==> src/hdl/ecc_regs.svh <==
// constants of the edge counter block: word addresses, flag bits, fill values
`ifndef ECC_REGS_SVH
`define ECC_REGS_SVH
`define ECC_WORD_FIRST   8'h24
`define ECC_WORD_SECOND  8'h26
`define ECC_FLAG_FIRST   0
`define ECC_FLAG_SECOND  1
`define ECC_ZERO16       16'h0000
`define ECC_ZERO32       32'h00000000
`define ECC_ONE32        32'h00000001
`define ECC_ONE16        16'h0001
`define ECC_MODE_OFF     2'h0
`define ECC_ZERO2        2'h0
`define ECC_FLAG_PAD     6'h00
`endif

==> src/hdl/ecc_pkg.sv <==
// types shared by the edge counter block
package ecc_pkg;
    // edge selection of one counter input
    typedef enum logic [1:0] {
        ECC_OFF     = 2'h0,
        ECC_RISING  = 2'h1,
        ECC_FALLING = 2'h2
    } ecc_edge_type;
    // posting of flag events around the handler
    typedef enum logic [1:0] {
        ECC_IDLE    = 2'h1,
        ECC_HANDLER = 2'h2
    } ecc_post_type;
endpackage

==> src/hdl/ecc_counter.sv <==
// edge counters with comparison values, flag byte and cascade mode
`include "ecc_regs.svh"
module ecc_counter
    import ecc_pkg::*;
(
    input  wire logic         clock,          // system clock, 200 MHz
    input  wire logic         rst,            // synchronous reset
    input  wire logic         pin_first,      // first counter pin
    input  wire logic         pin_second,     // second counter pin
    input  wire ecc_edge_type cfg_first_edge, // stored cfg, first edge
    input  wire ecc_edge_type cfg_second_edge,// stored cfg, second edge
    input  wire logic         cfg_cascade,    // stored cfg, cascade on
    input  wire logic [31:0]  cfg_compare,    // stored cfg compare(s)
    input  wire logic         start,          // load stored configuration
    input  wire logic [7:0]   word_addr,      // word address of access
    input  wire logic         word_rd,        // direct read strobe
    input  wire logic         word_wr,        // write strobe
    input  wire logic [15:0]  primary_accumulator,   // later loaded word
    input  wire logic [15:0]  secondary_accumulator, // earlier loaded word
    output logic [15:0]       word_rdata,     // direct read data
    input  wire logic         image_update,   // sample input image
    output logic [15:0]       image_first,    // image of word 36
    output logic [15:0]       image_second,   // image of word 38
    input  wire logic         handler_enter,  // handler entry pulse
    input  wire logic         handler_exit,   // handler end pulse
    input  wire logic [1:0]   flag_clr,       // per-bit reset writes
    output logic [7:0]        counter_event_flag_byte, // flag byte
    output logic              counter_irq     // request pulse
);
    // ------------------------------------------------------------
    // edge qualification
    // ------------------------------------------------------------
    ecc_edge_type edge_first_q;  // active edge, first input
    ecc_edge_type edge_second_q; // active edge, second input
    logic         cascade_q;     // cascade active
    logic         hit_first;     // qualified edge, first input
    logic         hit_second;    // qualified edge, second input

    ecc_edge_sync u_sync_first (
        .clock    (clock),
        .rst      (rst),
        .pin      (pin_first),
        .edge_sel (edge_first_q),
        .edge_hit (hit_first)
    );
    ecc_edge_sync u_sync_second (
        .clock    (clock),
        .rst      (rst),
        .pin      (pin_second),
        // second input is dead while cascaded
        .edge_sel (cascade_q ? ECC_OFF : edge_second_q),
        .edge_hit (hit_second)
    );

    // ------------------------------------------------------------
    // active configuration
    // ------------------------------------------------------------
    logic [31:0] cmp_q;   // active compare; low half = first counter
    logic [31:0] cnt_q;   // count; low half = first, high = second
    logic        wr_first;  // write to word 36
    logic        wr_second; // write to word 38
    assign wr_first  = word_wr && (word_addr == `ECC_WORD_FIRST);
    assign wr_second = word_wr && (word_addr == `ECC_WORD_SECOND);

    // stored settings are only copied, never written back
    always_ff @(posedge clock) begin
        if (rst) begin
            edge_first_q  <= ECC_OFF;
            edge_second_q <= ECC_OFF;
            cascade_q     <= 1'b0;
        end else if (start) begin
            edge_first_q  <= cfg_first_edge;
            edge_second_q <= cfg_second_edge;
            cascade_q     <= cfg_cascade;
        end
    end

    // comparison values: stored at start, replaced by writes to word 36 or, outside cascade, word 38
    always_ff @(posedge clock) begin
        if (rst) begin
            cmp_q <= `ECC_ZERO32;
        end else if (start) begin
            cmp_q <= cfg_compare;
        end else if (cascade_q && wr_first) begin
            cmp_q <= {secondary_accumulator, primary_accumulator};
        end else if (!cascade_q && wr_first) begin
            cmp_q[15:0] <= primary_accumulator;
        end else if (!cascade_q && wr_second) begin
            cmp_q[31:16] <= primary_accumulator;
        end
    end

    // ------------------------------------------------------------
    // counting
    // ------------------------------------------------------------
    logic match_first;   // first counter at compare
    logic match_second;  // second counter at compare
    logic match_casc;    // cascade at compare
    logic [15:0] nxt_first;  // first counter after this cycle
    logic [15:0] nxt_second; // second counter after this cycle
    logic [31:0] nxt_casc;   // cascade after this cycle

    always_comb begin
        nxt_first  = hit_first ? cnt_q[15:0] + `ECC_ONE16 : cnt_q[15:0];
        nxt_second = hit_second ? cnt_q[31:16] + `ECC_ONE16
                                : cnt_q[31:16];
        nxt_casc   = hit_first ? cnt_q + `ECC_ONE32 : cnt_q;
    end
    // reaching the compare value counts as the event
    assign match_casc   = cascade_q && (edge_first_q != ECC_OFF)
                          && hit_first && (nxt_casc == cmp_q);
    assign match_first  = !cascade_q && (edge_first_q != ECC_OFF)
                          && hit_first && (nxt_first == cmp_q[15:0]);
    assign match_second = !cascade_q && (edge_second_q != ECC_OFF)
                          && hit_second && (nxt_second == cmp_q[31:16]);

    // a write clears but an edge in the same cycle still counts
    always_ff @(posedge clock) begin
        if (rst || start) begin
            cnt_q <= `ECC_ZERO32;
        end else if (cascade_q) begin
            if (match_casc) begin
                cnt_q <= `ECC_ZERO32;
            end else if (wr_first || wr_second) begin
                cnt_q <= hit_first ? `ECC_ONE32 : `ECC_ZERO32;
            end else begin
                cnt_q <= nxt_casc;
            end
        end else begin
            if (match_first) begin
                cnt_q[15:0] <= `ECC_ZERO16;
            end else if (wr_first) begin
                cnt_q[15:0] <= hit_first ? `ECC_ONE16 : `ECC_ZERO16;
            end else begin
                cnt_q[15:0] <= nxt_first;
            end
            if (match_second) begin
                cnt_q[31:16] <= `ECC_ZERO16;
            end else if (wr_second) begin
                cnt_q[31:16] <= hit_second ? `ECC_ONE16 : `ECC_ZERO16;
            end else begin
                cnt_q[31:16] <= nxt_second;
            end
        end
    end

    // ------------------------------------------------------------
    // reads: live word and input image
    // ------------------------------------------------------------
    always_ff @(posedge clock) begin
        if (rst) begin
            word_rdata <= `ECC_ZERO16;
        end else if (word_rd && word_addr == `ECC_WORD_FIRST) begin
            word_rdata <= cnt_q[15:0];
        end else if (word_rd && word_addr == `ECC_WORD_SECOND) begin
            word_rdata <= cnt_q[31:16];
        end else if (word_rd) begin
            word_rdata <= `ECC_ZERO16;  // unmapped word
        end
    end

    always_ff @(posedge clock) begin
        if (rst) begin
            image_first  <= `ECC_ZERO16;
            image_second <= `ECC_ZERO16;
        end else if (image_update) begin
            image_first  <= cnt_q[15:0];
            image_second <= cnt_q[31:16];
        end
    end

    // ------------------------------------------------------------
    // event posting around the handler
    // ------------------------------------------------------------
    ecc_post_type post_q;   // handler running or not
    logic [1:0]   pend_q;   // events waiting for next entry
    logic [1:0]   flag_q;   // visible flag bits
    logic [1:0]   ev;       // events of this cycle

    always_comb begin
        ev = `ECC_ZERO2;
        ev[`ECC_FLAG_FIRST]  = match_first || match_casc;
        ev[`ECC_FLAG_SECOND] = match_second || match_casc;
    end

    always_ff @(posedge clock) begin
        if (rst) begin
            post_q <= ECC_IDLE;
        end else begin
            case (post_q)
                ECC_IDLE:    if (handler_enter) post_q <= ECC_HANDLER;
                ECC_HANDLER: if (handler_exit)  post_q <= ECC_IDLE;
                default:     post_q <= ECC_IDLE;
            endcase
        end
    end

    // flags post on handler entry; they persist until cleared
    always_ff @(posedge clock) begin
        if (rst) begin
            pend_q <= `ECC_ZERO2;
            flag_q <= `ECC_ZERO2;
        end else if (post_q == ECC_IDLE && handler_enter) begin
            flag_q <= (flag_q & ~flag_clr) | pend_q | ev;
            pend_q <= `ECC_ZERO2;
        end else begin
            flag_q <= flag_q & ~flag_clr;
            pend_q <= pend_q | ev;
        end
    end

    assign counter_event_flag_byte = {`ECC_FLAG_PAD, flag_q};

    // request one cycle after the match
    always_ff @(posedge clock) begin
        if (rst) begin
            counter_irq <= 1'b0;
        end else begin
            counter_irq <= match_casc || match_first || match_second;
        end
    end
endmodule

==> src/hdl/ecc_edge_sync.sv <==
// pin synchroniser and edge qualifier for one counter input
`include "ecc_regs.svh"
module ecc_edge_sync
    import ecc_pkg::*;
(
    input  wire logic         clock,     // system clock
    input  wire logic         rst,       // synchronous reset
    input  wire logic         pin,       // raw counter pin
    input  wire ecc_edge_type edge_sel,  // edge to count
    output logic              edge_hit   // one-cycle qualified edge
);
    // ------------------------------------------------------------
    // three-stage synchroniser
    // ------------------------------------------------------------
    logic s1_q;  // metastable stage, read only by s2
    logic s2_q;  // second stage
    logic s3_q;  // third stage
    logic lvl_q; // accepted level
    always_ff @(posedge clock) begin
        if (rst) begin
            s1_q <= 1'b0;
            s2_q <= 1'b0;
            s3_q <= 1'b0;
        end else begin
            s1_q <= pin;
            s2_q <= s1_q;
            s3_q <= s2_q;
        end
    end
    // ------------------------------------------------------------
    // level accepted once stages two and three agree
    // ------------------------------------------------------------
    always_ff @(posedge clock) begin
        if (rst) begin
            lvl_q <= 1'b0;
        end else if (s2_q == s3_q) begin
            lvl_q <= s3_q;
        end
    end
    // edge against accepted level; one pulse per change in the selected direction
    always_comb begin
        edge_hit = 1'b0;
        case (edge_sel)
            ECC_RISING:  edge_hit = (s2_q == s3_q) && s3_q && !lvl_q;
            ECC_FALLING: edge_hit = (s2_q == s3_q) && !s3_q && lvl_q;
            default:     edge_hit = 1'b0;
        endcase
    end
endmodule

==> config.mk <==
export PLATFORM = sky130hd
export DESIGN_NAME = ecc_counter
export DESIGN_NICKNAME = d
export VERILOG_FILES = /design/src/hdl/ecc_pkg.sv /design/src/hdl/ecc_counter.sv /design/src/hdl/ecc_edge_sync.sv
export VERILOG_INCLUDE_DIRS = /design/src /design/src/hdl
export SDC_FILE = /design/constraint.sdc
export NUM_CORES = 1
export LEC_CHECK = 0
export BUFFER_PORTS_ARGS = -buffer_cell sky130_fd_sc_hd__buf_2
export CAP_MARGIN = 20
export CORE_ASPECT_RATIO = 0.7
export CORE_UTILIZATION = 25
export DETAILED_ROUTE_END_ITERATION = 10
export PLACE_DENSITY = 0.45
export SYNTH_ARGS = -nofsm -noshare
export SYNTH_HDL_FRONTEND = slang
export SYNTH_SLANG_ARGS = --single-unit
==> constraint.sdc <==
create_clock -name clock -period 4.4 [get_ports clock]
set_clock_uncertainty 0.05 [all_clocks]
set_input_delay 0.44 -clock clock [delete_from_list [all_inputs] [get_ports clock]]
set_output_delay 0.44 -clock clock [all_outputs]
set_load 0.02 [all_outputs]
==> flow_summary_export.csv <==
group,metric,value,unit
synth,synthTopCellsByArea,"dfxtp_1 (34%), mux2i_1 (9.6%), nor2_1 (6.2%), a21oi_1 (5.4%), nand2_1 (4.6%)",
grt,grt_pass1_wl,44500,um
layout,fillers,3273,
setup_path,crit_type,"reg2reg",
clock_tree,cts_tree,"built",
clock_tree,post_cts_buffers,0,
floorplanning,fp.dieH,149,um
synth,ys_types,76,
status,status,"finished, final reports clean",
timing,hold_viol,0,
power_and_ir_drop,vdd_drop_max,0.158,mV
route,vias_per_cell,4.91,
synth,synth_top_area_share,0.343,
route,first_iter_violations,640,
clock_tree,htreeDepth,4,
placed_design,dp_hpwl,23200,um
clock_tree,cts_resized,0,
setup_path,cp.required,4660,ps
layout,fin_nets,1180,
placed_design,gp_congestion,0.952,
setup_path,worst-path-stages,13,
min_path,hp-class,"in2reg",
route,drc_errors,0,
clock_tree,cts_sinks,132,
clock_tree,clk_latency,430,ps
route,routed_wl,30000,um
setup_path,crit_arrival,4330,ps
floorplanning,die_area,31600,sq um
grt,overflow,0,
layout,final_util,0.314,
clock_tree,cts_buffer_depth,2,
timing,post-route-period-util,0.925,
synth,ys_seq_area_frac,0.343,
setup_path,startpoint_type,"register",
layout,drive_above_1_share,0.229,
placed_design,io_buffers,139,
route,num_vias,7392,
timing,setup_tns,0,ps
setup_path,cp_slowest_cell,"dfxtp_1",
setup_path,crit_buf_inv,1,
clock_tree,clk_pin_slew,70,ps
timing,rsz0062_at_grt,"no",
timing,setup_viol,0,
clock_tree,cts_made_buffers,17,
setup_path,path_cells,"nand2b_1 > ha_1 > nand3b_1 > a2111oi_2 > buf_4 > nand2_1 > mux2_2 > o32ai_1 > o2111ai_2 > nand2_1 > nand2_1 > a221oi_1 > o21ai_1",
timing,fmax,246,MHz
floorplanning,fp.dieW,212,um
setup_path,timing.rr.start,"cascade_q",
setup_path,r2r_cells,13,
synth,postSynthCellCount,946,
setup_path,max_stage_delay,690,ps
setup_path,critPathMaxFanout,12,
synth,synth_area_per_cell,8.15,sq um
power_and_ir_drop,p_leak,4.06,nW
floorplanning,pin_count,146,
setup_path,crit_path_end_kind,"register",
power_and_ir_drop,power_density,299,nW/um^2
timing,drv_slew,0,
grt,grt_max_degree,70,
synth,yosys_warnings,0,
grt,grt_use_total,0.192,
synth,syn-cell-area,7710,sq um
synth,ys_seq_elements,132,
grt,grt_pass1_vias,6945,
setup_path,crit_family,"compound AO/OA/AOI/OAI gates",
synth,postSynth.asyncResetShare,0,
route,ant_nets,0,
route,drt-wirelength-per-cell,19.9,um
flow_run,maxCapViolCount,0,
layout,syn2layout_area_growth,22.8,%
timing,fin_crit,4070,ps
route,drt-pass1-iter-count,8,
floorplanning,num_rows,53,
synth,yosysTopAreaCell,"dfxtp_1",
clock_tree,root_buffer,"clkbuf_16",
setup_path,worstSetupStartpoint,"cascade_q",
setup_path,crit_top_cell,"nand2_1",
floorplanning,initial_utilization,0.256,
grt,antenna_found_initial,0,
setup_path,endpoint,"cnt_q[18]",
setup_path,rrSetupSlack,330,ps
clock_tree,hold_buffers,0,
setup_path,reg2reg_to,"cnt_q[18]",
floorplanning,core,30200,sq um
timing,worstMarginPinSlew,1010,ps
synth,synth_edf_count,0,
synth,ys.flop_type,"dfxtp_1",
timing,relSlewSlack,0.328,
## per-stage QoR
step | instances | hold slack (ps) | power, mW | worst slack [ps] | instance area, sq um
after global routing | 1505 | 184 | 2.94 | 67.5 | 9470
after CTS | 1505 | 178 | 2.86 | 408 | 9470
after global placement | 1472 | 385 | 1.54 | 308 | 8910
after floorplan | 951 | 364 | 1.43 | 1030 | 7730
after detailed placement | 1473 | 373 | 1.54 | 408 | 8930
final | 1506 | 192 | 2.83 | 330 | 9470
## worst min path at each step
stage | from | to | slack (ps) | depth (start not counted)
finish | pin_first | u_sync_first.s1_q | 190 | 2
global route | pin_first | u_sync_first.s1_q | 180 | 2
CTS | pin_first | u_sync_first.s1_q | 180 | 2
detailed placement | u_sync_second.s1_q | u_sync_second.s2_q | 370 | 1
global placement | u_sync_second.s1_q | u_sync_second.s2_q | 380 | 1
floorplan | u_sync_first.s1_q | u_sync_first.s2_q | 360 | 1
## state kept, by name (all words and copies together), names as in the netlist, 2 cells and up
name / cells
edge_second_q: 2
word_rdata: 16
cmp_q: 32
image_second: 16
edge_first_q: 2
post_q: 2
image_first: 16
pend_q: 2
cnt_q: 32
flag_q: 2
## cell usage in the layout, fill, tap and decap left out, drive strengths merged, types with 5 or more instances in the layout
master,count
nand2,95
and4,7
nor4,6
nor2,127
mux2i,74
dfxtp,132
nand3,26
nand3b,5
mux2,17
and2,10
nor3,8
xor2,27
a2111oi,11
ha,11
inv,25
a31oi,5
and3,11
o21ai,41
clkbuf,21
nand2b,6
conb,6
nor2b,25
a21oi,84
nand4,26
buf,183
xnor2,32
## area by class of cell
class,instances,area (sq um),share of cell area
antenna,1,2.50,0.000264
clock buffer,21,460,0.0486
clock inverter,11,76.3,0.00806
inverter,22,82.6,0.00872
multi-input combinational,724,4650,0.491
sequential,132,2640,0.279
tap,412,515,0.0544
timing repair buffer,183,1040,0.109
## cell usage after synthesis (4+ instances only)
library cell / count
a21oi_1: 83
clkbuf_1: 39
a2111oi_2: 5
ha_1: 11
and3_1: 11
nand3_1: 25
nand3b_1: 5
and4_1: 7
mux2_2: 16
nor2_1: 127
o31ai_1: 4
o21ai_0: 35
nand2_1: 95
nor4_1: 5
xnor2_1: 32
inv_1: 21
a31oi_1: 5
nand2b_1: 6
xor2_1: 27
buf_1: 4
buf_2: 16
nand4_1: 25
dfxtp_1: 132
a2111oi_0: 4
o211ai_1: 4
o21ai_1: 6
nor3_1: 8
or3_1: 4
buf_4: 10
and2_1: 10
mux2i_1: 74
nor2b_1: 25
## power by group
group          internal, mW  leakage, nW  switching [mW]
sequential             1.22         1.07          0.0322
combinational         0.111         2.74           0.149
clock                 0.751        0.256           0.566
## logic make-up after synthesis
kind of cell | after synthesis | synth area share
AND/OR/NAND/NOR | 370 | 0.238
AO/OA/AOI/OAI | 186 | 0.153
flip-flops | 132 | 0.343
buffers and inverters | 95 | 0.0568
multiplexers | 91 | 0.121
XOR/XNOR | 60 | 0.0701
adder cells (fa/ha/maj) | 11 | 0.0179
other | 1 | 0.000486
## per-layer routing
metal  global-route usage  part of all wire  vias to the layer above  routed length [um]
met3               0.0596             0.093                       22                2790
met1                0.303              0.53                     3427               16000
li1                     -                 -                     3583                   -
met5                    0                 0                        -                   0
met2                0.243              0.36                      360               10900
met4               0.0406             0.011                        0                 325
(Power assumes the default switching activity.)
